`src/hw/keypad_pkg.sv`:
```
// Shared constants and types for the keypad scanner and event queue
package keypad_pkg;
  // Register offsets
  localparam logic [7:0] ADDR_INT_CONFIG  = 8'h01; // Interrupt config
  localparam logic [7:0] ADDR_INT_STATUS  = 8'h02; // Interrupt status
  localparam logic [7:0] ADDR_LOCK_COUNT  = 8'h03; // Lock and event count
  localparam logic [7:0] ADDR_QUEUE_FIRST = 8'h04; // First event register
  localparam logic [7:0] ADDR_QUEUE_LAST  = 8'h0d; // Last event register
  localparam logic [7:0] ADDR_MATRIX_ROWS = 8'h1d; // Rows in matrix
  localparam logic [7:0] ADDR_MATRIX_COLA = 8'h1e; // Columns 0 to 7
  localparam logic [7:0] ADDR_MATRIX_COLB = 8'h1f; // Columns 8 and 9
  // Field positions in interrupt_config
  localparam int CFG_KEY_IRQ_BIT  = 0; // Key event irq enable
  localparam int CFG_OVR_IEN_BIT  = 1; // Overrun irq enable
  localparam int CFG_OVR_MODE_BIT = 5; // Overwrite on overrun
  // Field positions in interrupt_status
  localparam int STS_KE_BIT  = 0; // Key event flag
  localparam int STS_OVR_BIT = 1; // Overrun flag
  // Reset values
  localparam logic [7:0] CONFIG_RESET = 8'h00; // All irqs off, discard
  localparam logic [7:0] MATRIX_RESET = 8'h00; // No line in matrix
  // Matrix geometry
  localparam int ROWS = 8;  // Row lines
  localparam int COLS = 10; // Column lines
  localparam int KEYS = ROWS * COLS; // Keys in matrix
  localparam int QUEUE_DEPTH = 10; // Pending events held
  // Timing
  localparam int CLK_MHZ          = 50;    // Core clock rate
  localparam int SAMPLE_PERIOD_US = 25000; // Scan sample period
  localparam int SAMPLE_CYCLES    = SAMPLE_PERIOD_US * CLK_MHZ;
  localparam int SETTLE_NS        = 160;   // Column settle time
  localparam int SETTLE_CYCLES    = (SETTLE_NS * CLK_MHZ + 999) / 1000;
  // One queued key event
  typedef struct packed {
    logic       pressed; // One for press
    logic [6:0] code;    // Key code 1 to 80
  } key_event_type;
endpackage

```
`src/hw/keypad_scan_event_fifo.sv`:
```
// Keypad matrix scanner with debounce and ten-entry event queue
// Contract
// - Reset: all lines inputs, pull-ups, debounce
// - Per-line matrix membership from config registers
// - Key code is row times ten plus column plus one
// - Idle: matrix columns low, rows pulled high
// - Row low in idle wakes a column scan
// - Qualified press queued with press flag, detection order
// - Logged event sets flag; irq if enabled
// - Sample every 25 ms; two closed samples
// - Release after two open samples, then idle
// - Any event address reads oldest event
// - Count rises per logged event, max ten
// - Bit 7 press flag, low seven code
// - Each event read removes that event
// - Empty queue reads as zero
// - Event at full queue sets overrun flag
// - Non-full queue appends newest event
// - Overrun mode: discard or overwrite oldest
// - Count falls as events are read
// - Key flag write-one clear refused while queued
// - Interrupt active low open drain
`timescale 1ns/1ns

// Parameterised first-in first-out buffer
module event_fifo #(
  parameter int WIDTH = 8,  // Word width
  parameter int DEPTH = 32  // Words held
) (
  input  wire logic                       clk,
  input  wire logic                       rst_n,
  input  wire logic                       in_valid,
  output logic                            in_ready,
  input  wire logic [WIDTH-1:0]           in_data,
  output logic                            out_valid,
  input  wire logic                       out_ready,
  output logic [WIDTH-1:0]                out_data,
  output logic [$clog2(DEPTH+1)-1:0]      count
);
  localparam int PW = (DEPTH > 1) ? $clog2(DEPTH) : 1; // Pointer width
  localparam int CW = $clog2(DEPTH + 1);              // Count width
  localparam logic [PW-1:0] LAST = PW'(DEPTH - 1);    // Last slot
  localparam logic [CW-1:0] FULL = CW'(DEPTH);        // Full count

  logic [WIDTH-1:0] mem [DEPTH];   // Storage
  logic [PW-1:0]    wr_ptr;        // Next slot to write
  logic [PW-1:0]    rd_ptr;        // Oldest slot
  logic             do_push;       // Word taken in
  logic             do_pop;        // Word handed out

  // Full refuses a push unless a pop frees a slot in the same cycle
  assign in_ready  = (count != FULL) || out_ready;
  assign out_valid = (count != '0);
  assign out_data  = mem[rd_ptr];
  assign do_push   = in_valid && in_ready;
  assign do_pop    = out_valid && out_ready;

  // Pointer advance with wrap
  function automatic logic [PW-1:0] bump(input logic [PW-1:0] p);
    bump = (p == LAST) ? '0 : p + 1'b1;
  endfunction

  // Storage write
  always_ff @(posedge clk)
  begin
    if (do_push)
    begin
      mem[wr_ptr] <= in_data;
    end
  end

  // Pointers and fill count
  always_ff @(posedge clk or negedge rst_n)
  begin
    if (!rst_n)
    begin
      wr_ptr <= '0;
      rd_ptr <= '0;
      count  <= '0;
    end
    else
    begin
      if (do_push)
      begin
        wr_ptr <= bump(wr_ptr);
      end
      if (do_pop)
      begin
        rd_ptr <= bump(rd_ptr);
      end
      if (do_push && !do_pop)
      begin
        count <= count + 1'b1;
      end
      else if (do_pop && !do_push)
      begin
        count <= count - 1'b1;
      end
    end
  end
endmodule

// Scanner, debounce, event queue and register file
module keypad_scan_event_fifo #(
  parameter int SAMPLE_CYCLES = keypad_pkg::SAMPLE_CYCLES, // Sample period
  parameter int SETTLE_CYCLES = keypad_pkg::SETTLE_CYCLES  // Column settle
) (
  input  wire logic                      core_clk,
  input  wire logic                      rst_n,
  input  wire logic [7:0]                reg_addr,
  input  wire logic                      reg_wr,
  input  wire logic                      reg_rd,
  input  wire logic [7:0]                reg_wdata,
  output logic [7:0]                     reg_rdata,
  input  wire logic [keypad_pkg::ROWS-1:0] matrix_row_lines,
  output logic [keypad_pkg::COLS-1:0]    matrix_column_lines,
  output logic [keypad_pkg::COLS-1:0]    matrix_column_oe,
  output logic [keypad_pkg::ROWS-1:0]    row_pullup_en,
  output logic [keypad_pkg::COLS-1:0]    column_pullup_en,
  output logic [keypad_pkg::ROWS-1:0]    row_debounce_en,
  output logic [keypad_pkg::COLS-1:0]    column_debounce_en,
  output logic                           irq_n_out,
  output logic                           irq_n_oe
);
  localparam int ROWS = keypad_pkg::ROWS;
  localparam int COLS = keypad_pkg::COLS;
  localparam int KEYS = keypad_pkg::KEYS;
  localparam int DEPTH = keypad_pkg::QUEUE_DEPTH;
  localparam int TW = $clog2(SAMPLE_CYCLES + 1); // Timer width
  localparam int SW = $clog2(SETTLE_CYCLES + 4); // Settle counter width
  localparam logic [TW-1:0] T_RELOAD = TW'(SAMPLE_CYCLES - 1);
  localparam logic [SW-1:0] S_DONE = SW'(SETTLE_CYCLES + 3);
  localparam logic [6:0] K_LAST = 7'(KEYS - 1);
  localparam logic [3:0] C_LAST = 4'(COLS - 1);

  typedef enum logic [1:0] {st_idle, st_wait, st_drive, st_walk}
    scan_state_type;

  logic [1:0]            rst_sync;        // Reset release chain
  logic                  rst_int_n;       // Synchronised reset
  logic [ROWS-1:0]       row_s1;          // Synchroniser stage 1
  logic [ROWS-1:0]       row_s2;          // Synchroniser stage 2
  logic [ROWS-1:0]       row_s3;          // Synchroniser stage 3
  logic [ROWS-1:0]       row_level;       // Agreed row level
  logic [ROWS-1:0]       row_en;          // Rows in matrix
  logic [COLS-1:0]       col_en;          // Columns in matrix
  logic [7:0]            int_config;      // Interrupt config register
  logic                  key_event_flag;  // Sticky key event
  logic                  queue_overrun_flag; // Sticky overrun
  scan_state_type        state;           // Scanner state
  logic [TW-1:0]         timer;           // Sample period timer
  logic [SW-1:0]         settle;          // Column settle counter
  logic [3:0]            scan_col;        // Column being driven
  logic [6:0]            walk_k;          // Key index being walked
  logic [KEYS-1:0]       cur;             // Current sample, one closed
  logic [KEYS-1:0]       prev;            // Previous sample
  logic [KEYS-1:0]       pressed;         // Debounced key state
  logic                  busy;            // Activity seen during walk
  logic                  press_k;         // Walked key becomes pressed
  logic                  release_k;       // Walked key becomes released
  logic                  ev_valid;        // Event offered to queue
  keypad_pkg::key_event_type ev;          // Event offered
  keypad_pkg::key_event_type head;        // Oldest queued event
  logic                  walk_step;       // Walk may advance
  logic                  fifo_in_ready;   // Queue can take event
  logic                  fifo_out_valid;  // Queue not empty
  logic                  fifo_out_ready;  // Queue pop
  logic [3:0]            pending_event_count; // Events queued
  logic                  queue_full;      // All entries used
  logic                  overwrite_pop;   // Drop oldest for newest
  logic                  rd_event;        // Read of an event address
  logic                  logged;          // Event entered the queue
  logic                  overrun;         // Event met a full queue
  logic                  key_event_irq_enable;
  logic                  queue_overrun_irq_enable;
  logic                  queue_overrun_overwrite_mode;

  // Event register address test
  function automatic logic is_event_addr(input logic [7:0] a);
    is_event_addr = (a >= keypad_pkg::ADDR_QUEUE_FIRST) &&
                    (a <= keypad_pkg::ADDR_QUEUE_LAST);
  endfunction

  // Reset release through two flops
  always_ff @(posedge core_clk or negedge rst_n)
  begin
    if (!rst_n)
    begin
      rst_sync <= 2'b00;
    end
    else
    begin
      rst_sync <= {rst_sync[0], 1'b1};
    end
  end
  assign rst_int_n = rst_sync[1];

  // Row pins through three flops; change taken when last two agree
  always_ff @(posedge core_clk or negedge rst_int_n)
  begin
    if (!rst_int_n)
    begin
      row_s1    <= '1;
      row_s2    <= '1;
      row_s3    <= '1;
      row_level <= '1;
    end
    else
    begin
      row_s1 <= matrix_row_lines;
      row_s2 <= row_s1;
      row_s3 <= row_s2;
      for (int r = 0; r < ROWS; r++)
      begin
        if (row_s2[r] == row_s3[r])
        begin
          row_level[r] <= row_s3[r];
        end
      end
    end
  end

  // Config bits
  assign key_event_irq_enable = int_config[keypad_pkg::CFG_KEY_IRQ_BIT];
  assign queue_overrun_irq_enable = int_config[keypad_pkg::CFG_OVR_IEN_BIT];
  assign queue_overrun_overwrite_mode =
    int_config[keypad_pkg::CFG_OVR_MODE_BIT];

  // Pin setup: non-matrix lines stay pulled-up debounced inputs
  assign row_pullup_en      = '1;
  assign column_pullup_en   = '1;
  assign row_debounce_en    = ~row_en;
  assign column_debounce_en = ~col_en;
  assign matrix_column_lines = '0; // Columns only ever pull low

  // Column drive: all matrix columns low, one at a time while scanning
  always_comb
  begin
    matrix_column_oe = col_en;
    if (state == st_drive)
    begin
      matrix_column_oe = col_en & (COLS'(1) << scan_col);
    end
  end

  // Walked key debounce decisions: two agreeing samples
  assign press_k   = cur[walk_k] && prev[walk_k] && !pressed[walk_k];
  assign release_k = !cur[walk_k] && !prev[walk_k] && pressed[walk_k];

  // Event offered to the queue during the walk
  always_comb
  begin
    ev_valid   = (state == st_walk) && (press_k || release_k);
    ev.pressed = press_k;
    ev.code    = walk_k + 7'h01;
  end

  // Queue control: append, drop or overwrite oldest
  assign queue_full    = (pending_event_count == 4'(DEPTH));
  assign overwrite_pop = ev_valid && queue_full &&
                         queue_overrun_overwrite_mode;
  assign rd_event      = reg_rd && is_event_addr(reg_addr);
  assign fifo_out_ready = (rd_event && fifo_out_valid) ||
                          overwrite_pop;
  assign logged        = ev_valid && fifo_in_ready;
  // A host read in the same cycle frees a slot, so nothing is lost
  assign overrun       = ev_valid && queue_full && !rd_event;
  // Walk stalls only if the queue neither takes nor may drop the event
  assign walk_step     = !ev_valid || fifo_in_ready ||
                         !queue_overrun_overwrite_mode;

  event_fifo #(
    .WIDTH ($bits(keypad_pkg::key_event_type)),
    .DEPTH (DEPTH)
  ) queue (
    .clk       (core_clk),
    .rst_n     (rst_int_n),
    .in_valid  (ev_valid),
    .in_ready  (fifo_in_ready),
    .in_data   (ev),
    .out_valid (fifo_out_valid),
    .out_ready (fifo_out_ready),
    .out_data  (head),
    .count     (pending_event_count)
  );

  // Scanner state machine
  always_ff @(posedge core_clk or negedge rst_int_n)
  begin
    if (!rst_int_n)
    begin
      state    <= st_idle;
      timer    <= '0;
      settle   <= '0;
      scan_col <= '0;
      walk_k   <= '0;
      busy     <= 1'b0;
    end
    else
    begin
      // Period timer runs while awake
      if (state == st_idle || timer == '0)
      begin
        timer <= T_RELOAD;
      end
      else
      begin
        timer <= timer - 1'b1;
      end
      case (state)
        st_idle:
        begin
          // Wake on any matrix row low
          if ((row_level & row_en) != row_en)
          begin
            state    <= st_drive;
            scan_col <= '0;
            settle   <= '0;
          end
        end
        st_wait:
        begin
          if (timer == '0)
          begin
            state    <= st_drive;
            scan_col <= '0;
            settle   <= '0;
          end
        end
        st_drive:
        begin
          // Settle plus synchroniser delay before reading rows
          if (settle == S_DONE)
          begin
            settle <= '0;
            if (scan_col == C_LAST)
            begin
              state  <= st_walk;
              walk_k <= '0;
              busy   <= 1'b0;
            end
            else
            begin
              scan_col <= scan_col + 4'h1;
            end
          end
          else
          begin
            settle <= settle + 1'b1;
          end
        end
        st_walk:
        begin
          // Ascending key index, one key per step
          if (walk_step)
          begin
            busy <= busy || cur[walk_k] || prev[walk_k] ||
                    (pressed[walk_k] && !release_k);
            if (walk_k == K_LAST)
            begin
              // Nothing closed or held: back to idle
              if (busy || cur[walk_k] || prev[walk_k] ||
                  (pressed[walk_k] && !release_k))
              begin
                state <= st_wait;
              end
              else
              begin
                state <= st_idle;
              end
            end
            else
            begin
              walk_k <= walk_k + 7'h01;
            end
          end
        end
        default:
        begin
          state <= st_idle;
        end
      endcase
    end
  end

  // Samples and debounced key state
  always_ff @(posedge core_clk or negedge rst_int_n)
  begin
    if (!rst_int_n)
    begin
      cur     <= '0;
      prev    <= '0;
      pressed <= '0;
    end
    else
    begin
      // Capture rows of the driven column, masked to the matrix
      if (state == st_drive && settle == S_DONE)
      begin
        for (int r = 0; r < ROWS; r++)
        begin
          cur[r * COLS + int'(scan_col)] <=
            !row_level[r] && row_en[r] && col_en[scan_col];
        end
      end
      if (state == st_walk && walk_step)
      begin
        if (press_k)
        begin
          pressed[walk_k] <= 1'b1;
        end
        else if (release_k)
        begin
          pressed[walk_k] <= 1'b0;
        end
        prev[walk_k] <= cur[walk_k];
      end
      // Forget previous sample while idle
      if (state == st_idle)
      begin
        prev <= '0;
      end
    end
  end

  // Config and matrix membership writes
  always_ff @(posedge core_clk or negedge rst_int_n)
  begin
    if (!rst_int_n)
    begin
      int_config <= keypad_pkg::CONFIG_RESET;
      row_en     <= keypad_pkg::MATRIX_RESET;
      col_en     <= '0;
    end
    else if (reg_wr)
    begin
      if (reg_addr == keypad_pkg::ADDR_INT_CONFIG)
      begin
        int_config <= reg_wdata;
      end
      else if (reg_addr == keypad_pkg::ADDR_MATRIX_ROWS)
      begin
        row_en <= reg_wdata;
      end
      else if (reg_addr == keypad_pkg::ADDR_MATRIX_COLA)
      begin
        col_en[7:0] <= reg_wdata;
      end
      else if (reg_addr == keypad_pkg::ADDR_MATRIX_COLB)
      begin
        col_en[9:8] <= reg_wdata[1:0];
      end
    end
  end

  // Sticky status flags, set wins over write-one clear
  always_ff @(posedge core_clk or negedge rst_int_n)
  begin
    if (!rst_int_n)
    begin
      key_event_flag     <= 1'b0;
      queue_overrun_flag <= 1'b0;
    end
    else
    begin
      if (logged)
      begin
        key_event_flag <= 1'b1;
      end
      else if (reg_wr && reg_addr == keypad_pkg::ADDR_INT_STATUS &&
               reg_wdata[keypad_pkg::STS_KE_BIT] &&
               pending_event_count == 4'h0)
      begin
        key_event_flag <= 1'b0;
      end
      if (overrun)
      begin
        queue_overrun_flag <= 1'b1;
      end
      else if (reg_wr && reg_addr == keypad_pkg::ADDR_INT_STATUS &&
               reg_wdata[keypad_pkg::STS_OVR_BIT])
      begin
        queue_overrun_flag <= 1'b0;
      end
    end
  end

  // Register reads, data one cycle after the strobe
  always_ff @(posedge core_clk or negedge rst_int_n)
  begin
    if (!rst_int_n)
    begin
      reg_rdata <= 8'h00;
    end
    else if (reg_rd)
    begin
      if (reg_addr == keypad_pkg::ADDR_INT_CONFIG)
      begin
        reg_rdata <= int_config;
      end
      else if (reg_addr == keypad_pkg::ADDR_INT_STATUS)
      begin
        reg_rdata <= {6'h00, queue_overrun_flag, key_event_flag};
      end
      else if (reg_addr == keypad_pkg::ADDR_LOCK_COUNT)
      begin
        reg_rdata <= {4'h0, pending_event_count};
      end
      else if (rd_event)
      begin
        reg_rdata <= fifo_out_valid ? head : 8'h00;
      end
      else if (reg_addr == keypad_pkg::ADDR_MATRIX_ROWS)
      begin
        reg_rdata <= row_en;
      end
      else if (reg_addr == keypad_pkg::ADDR_MATRIX_COLA)
      begin
        reg_rdata <= col_en[7:0];
      end
      else if (reg_addr == keypad_pkg::ADDR_MATRIX_COLB)
      begin
        reg_rdata <= {6'h00, col_en[9:8]};
      end
      else
      begin
        reg_rdata <= 8'h00; // Unmapped
      end
    end
  end

  // Open-drain interrupt: pull low while an enabled flag is set
  assign irq_n_out = 1'b0;
  assign irq_n_oe  = (key_event_flag && key_event_irq_enable) ||
                     (queue_overrun_flag && queue_overrun_irq_enable);
endmodule

```
`config.mk`:
```
export PLATFORM = sky130hd
export DESIGN_NAME = keypad_scan_event_fifo
export DESIGN_NICKNAME = d
export VERILOG_FILES = /design/src/hw/keypad_pkg.sv /design/src/hw/keypad_scan_event_fifo.sv
export SDC_FILE = /design/constraint.sdc
export NUM_CORES = 1
export LEC_CHECK = 0
export BUFFER_PORTS_ARGS = -buffer_cell sky130_fd_sc_hd__buf_4
export CORE_MARGIN = 2
export CORE_UTILIZATION = 55
export DETAILED_ROUTE_END_ITERATION = 8
export PLACE_DENSITY = 0.74
export SLEW_MARGIN = 20
export SYNTH_ARGS = -nofsm -noshare
export SYNTH_HDL_FRONTEND = slang
export SYNTH_HIERARCHICAL = 1
export SYNTH_SLANG_ARGS = --single-unit
```
`constraint.sdc`:
```
create_clock -name core_clk -period 12.6 [get_ports core_clk]
set_input_delay 3.15 -clock core_clk [delete_from_list [all_inputs] [get_ports core_clk]]
set_output_delay 3.15 -clock core_clk [all_outputs]
set_load 0.03 [all_outputs]
```
-- Word-level counts from Yosys, hierarchy flattened
Memory sizes are Yosys's and may differ from the RTL's.
Index checks and enable logic that the tools add are counted.
- RAM bits: 80
- register bits after elaboration: 361
- memories: 1
- reductions and logical operators: 97
- add/sub/neg operators: 15
- order comparisons: 21
- shift operators: 1
- bitwise logic cells: 10
- muxes and demuxes: 83
- equality and inequality tests: 33
- memory list (memory ; words ; bits a word ; rd ports ; clocked after memory_dff ; wr ports ; RTL line ; text):
    queue.mem ; 10 ; 8 ; 1 ; 0 ; 1 ; keypad_scan_event_fifo.sv:45 ; logic [WIDTH-1:0] mem [DEPTH];
- operators with widths (kind ; count):
    $bwmux 80 ; 9
    $mux 80 ; 4
    $and 80x80->80 ; 1
    $not 80->80 ; 1
    $or 80x80->80 ; 1
    $demux 1 s7 ; 8
    $mux 8 ; 7
    $logic_and 1x1->1 ; 49
    $mux 4 ; 9
    $lt 7x8->1 const B ; 4
    $ge 7x1->1 const B ; 4
    $mux 7 ; 4
    $eq 8x5->1 const B ; 3
    $pmux 4 s3 ; 2
    $mux 1 ; 23
    $add 6x4->7 const A ; 3
    $bmux 1 s7 ; 3
    $logic_not 21->1 ; 1
    $mux 21 ; 1
    $sub 21x1->21 const B ; 1
    $add 4x1->4 const B ; 5
    $eq 4x4->1 const B ; 5
    $logic_not 1->1 ; 17
    $eq 8x2->1 const B ; 2
    49 further kinds ; 93

-- Logic depth before layout (Yosys ltp)
- depth after elaboration: 16
- depth in mapped cells: 21
- mapped depth without buffers: 18

-- Hierarchy
The synthesis kept the hierarchy.
- modules (own cells, without submodules) (module ; cells an instance ; sequential area each (um^2) ; area each (um^2) ; instances):
    keypad_scan_event_fifo ; 2399 ; 8773.4 ; 21368.0 ; 1
    event_fifo ; 234 ; 2702.6 ; 3824.9 ; 1

-- Least setup slack after synthesis
Ideal clock, no wire load.
- path type: input to register
- start point: in reg_rd
- end point: reg queue.count[3]
- path slack: 6593 ps
- stages: 14
- data arrival time: 5871 ps
- library setup time: 136 ps
- cells stage by stage: clkbuf_1 > o21ai_0 > a311oi_1 > and2_1 > clkbuf_1 > a21o_1 > o41ai_4 > inv_1 > ha_1 > inv_1 > ha_1 > a21o_2 > a2111oi_0 > o31ai_1
- word-level cells in the longest chain between the ends: 8
- elaborated cells between the ends (all ways): 12
- ends and longest elaborated chain (item ; RTL line ; text):
    from (decl) ; keypad_scan_event_fifo.sv:112 ; input wire logic reg_rd,
    $logic_and 1x1->1 * ; keypad_scan_event_fifo.sv:262 ; assign rd_event = reg_rd && is_event_addr(reg_addr);
    $logic_and 1x1->1 * ; keypad_scan_event_fifo.sv:263 ; assign fifo_out_ready = (rd_event && fifo_out_valid) ||
    $logic_or 1x1->1 * ; keypad_scan_event_fifo.sv:263 ;
    named net fifo_out_ready ; keypad_scan_event_fifo.sv:167 ; logic fifo_out_ready;
    $logic_or 1x1->1 * ; keypad_scan_event_fifo.sv:52 ; assign in_ready = (count != FULL) || out_ready;
    $logic_and 1x1->1 * ; keypad_scan_event_fifo.sv:55 ; assign do_push = in_valid && in_ready;
    named net queue.do_push ; keypad_scan_event_fifo.sv:48 ; logic do_push;
    $logic_not 1->1 ; keypad_scan_event_fifo.sv:95 ; else if (do_pop && !do_push)
    $logic_and 1x1->1 ; keypad_scan_event_fifo.sv:95 ;
    $reduce_bool 2->1 (no line) ; -- ;
    to (signal assigned) ; keypad_scan_event_fifo.sv:93 ; count <= count + 1'b1;
    to (signal assigned) ; keypad_scan_event_fifo.sv:97 ; count <= count - 1'b1;
    to (decl) ; keypad_scan_event_fifo.sv:38 ; output logic [$clog2(DEPTH+1)-1:0] count
Mark *: on every way through the listed nets, which the timed path passes. The rest lies on a longest branch.
A chain may end at the register's enable or synchronous reset.

==> flow_results.org <==
** Run status
- The flow ran to the end, and the final reports show no timing, DRC or antenna violations.

** Clocking
- Post-CTS sizing :: 0
- In this run the number of H-tree levels came out at 2.
- Hold repair after CTS inserted 0 buffers.
- The number of clock buffers added by TritonCTS is 48.
- CTS tree :: yes
- Setup bufs post-CTS :: 0
- The later pin in the worst-skew pair is clocked with a latency of 0.62 ns.
- Number of clock sinks seen by CTS :: 441
- Maximum root-to-sink buffer count :: 3
- The tree is rooted in a clkbuf_16.
- Post-CTS clock slew at the launch and capture registers of the worst setup and hold paths :: 0.06 ns

** Placed design
- The wire-length estimate of the detail-placed layout is 50.0 mm.
- Buffers placed on the I/O ports in this run total 64.
- Global placement routability congestion :: 0.954
- Before CTS, the worst setup slack after placement is 5.84 ns.

** Layout
- Most common library cell in the layout ignoring fill and taps :: nand2_1
- The repair_antennas step left the layout with diodes totalling 0.
- The final layout contains 2644 nets.
- Share of final-layout standard cells stronger than drive strength 1 :: 14.6%
- Commonest non-fill, non-tap cells in the layout :: nand2_1 (360), dfrtp_1 (324), o21ai_0 (202)
- The layout has 3660 filler cells.
- Area overhead of the layout relative to synthesis :: 9.67%

** Pwr
- IR analysis of the VDD net gives a maximum drop of 103 µV.
- For this design the ratio of total power to cell area is 111 nW/µm².
- Relative contribution of the clock network to total power :: 48.3%
- Fraction of power consumed by combinational cells :: 3.6%
- Net switching power of the design :: 707 µW
- In this run switching power makes up 23.0% of total power.
- Per report_power, the sequential group accounts for 48.0% of the total.
- The internal power of the cells totals 2370 µW.
- Cell leakage power :: 0.0106 µW

** Timing
- At the pin with the least slew margin, the transition time is 1.17 ns.
- Setup-failing EPs final :: 0
- Setup slack of the critical path after layout :: 5.85 ns
- The clock period could shrink to 6.75 ns.
- RSZ-0062 raised after global routing :: no
- Worst slew margin :: 22.2%
- Across the routed clock network, the largest skew measured is 0.0307 ns.
- Number of pins exceeding their max-slew limit in the final report :: 0
- Final count of hold timing violations :: 0
- Part of the cycle the worst path needs :: 53.6%
- Maximum frequency from static timing analysis :: 148 MHz
- Setup total negative slack on the finished layout was measured at 0 ns.

** Worst setup path
- Biggest cell delay along the critical path :: 1.02 ns
- The slowest stage of the critical path belongs to the cell dfrtp_4.
- The worst setup path is launched from a flip-flop.
- Ordered list of cells on the worst path :: buf_4 -> nor2_1 -> a22o_1 -> a221oi_1 -> nor4b_1 -> a211oi_2 -> nor3_4 -> o21ai_1 -> nor2_1 -> a21o_1 -> o41ai_4 -> inv_1 -> ha_1 -> inv_1 -> ha_1 -> a21o_2 -> a2111oi_0 -> o31ai_1
- For the worst flop-to-flop path, the logic depth is 18.
- The worst register-to-register path has a setup slack of 5.85 ns.
- The worst register-to-register path ends at queue/count[3].
- Worst r2r src :: walk_k[1]
- The worst setup path is of the reg -> reg kind.
- Required time at the endpoint of the critical path :: 13.06 ns
- Along the worst path, the maximum fanout reaches 54.
- For the worst setup path, the data arrival time is 7.22 ns.
- Crit path capture type :: flip-flop
- The number of buffers and inverters on the critical path is 3.
- Grouping stages by cell kind, the critical path spends the most delay in compound AO/OA/AOI/OAI gates.

** Synthesis
- In this run, synthesis produced a sequential element count of 441.
- Proportion of register bits with asynchronous set or reset after synthesis :: 81.9%
- Fraction of the yosys area taken by sequential cells :: 45.6%
- Counting flops with a built-in enable in the synthesized netlist gives 80.
- The average instance in the mapped netlist occupies 9.57 µm².
- For this run, the number of Yosys warnings is 6.
- Syn Std Cell Area :: 25200 µm²
- The most used flip-flop cell after synthesis is dfrtp_1.
- In the synthesized netlist, the number of instances is 2633.
- Post-synthesis cell type count :: 83

** Floorplanning
- For this design the top-level I/O count stands at 94.
- The floorplan has 78 rows.
- For this configuration, the core starts out at a cell density of 55.6%.
- The die is 218 µm tall.
- Area of the die :: 47500 µm²
- The die is 218 µm wide.
- The core region is 45300 µm².

** Worst hold path
- Type of the tightest min-delay check :: reg -> reg
- Critical hold path startpoint :: rst_sync[0]
- The worst hold path passes through 0 cells.
- Worst-case hold path end point :: rst_sync[1]

** Global routing
- Entering global routing, the biggest net connects 170 pins.
- Total track usage :: 32.7%
- First-pass GRT wire length :: 122 mm
- Initial antenna violation count :: 0
- The number of global-route vias before repair is 22100.
- Congestion Overflow GR :: 0

** Detailed routing
- Number of DRC markers in iteration 0 :: 3204
- The final route contains 22600 vias.
- Post-route DRC :: 0
- DR vias/cell :: 7.02
- Post-route ant nets :: 0
- The routed design has 77.9 mm of wire.
- First drt pass iteration count :: 6
- Post-DR wirelength/cell :: 24.1 µm

** Flow run
- Number of maximum-capacitance violations :: 0
-- kinds of logic after synthesis --
family | synth area share [%]
XOR/XNOR | 0.904
AO/OA/AOI/OAI | 22.1
buffers and inverters | 4.91
AND/OR/NAND/NOR | 15.7
multiplexers | 8.97
adder cells (fa/ha/maj) | 1.79
other | 0.0298
flip-flops | 45.6
-- how the worst max path moves through the flow --
stage,slack (ns),from,cells after the start,end
2_1_floorplan,1.85,rst_sync[1],0,async pin
4_1_cts,5.98,walk_k[0],18,queue/count[3]
6_report,5.85,walk_k[1],18,queue/count[3]
5_1_grt,5.55,walk_k[0],18,queue/count[3]
3_5_place_dp,5.84,reg_addr[7],14,queue/count[3]
3_3_place_gp,5.86,reg_addr[7],12,prev[35]
-- final cells by class --
type / instances / area [µm²] / area share, %
clock inverters: 25 / 289 / 1.05
inverters: 43 / 161 / 0.584
clock buffers: 63 / 1370 / 4.96
multi-input cells: 1940 / 12700 / 46.0
repair buffers: 113 / 868 / 3.14
well taps: 600 / 751 / 2.72
flip-flops and latches: 441 / 11500 / 41.6
-- per-layer routing --
metal	routed length (µm)	vias to the layer above	global-route usage [%]
li1	-	9790	-
met2	35900	1450	51.5
met1	29600	11100	42.9
met3	8300	339	6.83
met4	4050	0	16.3
met5	0	-	0
-- through the flow --
step | hold WS (ns) | util (%) | cells | instance area, µm² | total power, µW
CTS | 0.350 | 61.0 | 3225 | 27600 | 3100
global route | 0.355 | 61.0 | 3225 | 27600 | 3160
floorplan | 0.331 | - | 2661 | 25300 | 1580
global placement | 0.337 | 57.3 | 3137 | 25900 | 1610
detailed placement | 0.336 | 57.3 | 3137 | 25900 | 1620
finish | 0.343 | 61.0 | 3225 | 27600 | 3080
-- power by group through the flow --
stage | sequential, µW | combinational [µW] | clock, µW
detailed placement | 1510 | 111 | 0
CTS | 1480 | 112 | 1500
finish | 1480 | 112 | 1490
global placement | 1500 | 110 | 0
global route | 1480 | 121 | 1560
floorplan | 1520 | 59.1 | 0
-- worst reg2reg max path: stages, from the launching register on --
cell       delay, ns
dfrtp_4         1.02
buf_4           0.61
nor2_1          0.39
a22o_1          0.29
a221oi_1        0.34
nor4b_1         0.11
a211oi_2        0.65
nor3_4          0.22
o21ai_1         0.37
nor2_1          0.10
a21o_1          0.24
o41ai_4         0.54
inv_1           0.19
ha_1            0.29
inv_1           0.15
ha_1            0.26
a21o_2          0.23
a2111oi_0       0.45
o31ai_1         0.16
-- cells in the mapped netlist, drive strengths merged (11+ instances only) --
master    n  share of area (%)
a211oi   59                1.8
a21oi    92                1.8
a221oi   13               0.45
a22o     46                1.6
a22oi    19               0.57
a311oi   37                1.3
a31oi   135                3.4
a41oi    45                1.6
and2     29               0.72
and3     25               0.66
buf      70                1.8
clkbuf  167                2.5
dfrtp   329                 33
dfstp    32                3.3
edfxtp   80                9.5
ha       28                1.4
inv      43               0.64
mux2     62                2.8
mux2i    48                1.9
mux4     48                4.3
nand2   360                5.4
nand2b   25               0.62
nand3   103                2.0
nor2    192                2.9
nor2b    24               0.60
nor3     42               0.98
nor3b    13               0.39
o211ai   47                1.4
o21a     13               0.39
o21ai   209                4.2
o221ai   27               0.94
o22ai    20               0.50
o41ai    11               0.46
xnor2    19               0.66
(Power assumes the default switching activity.)
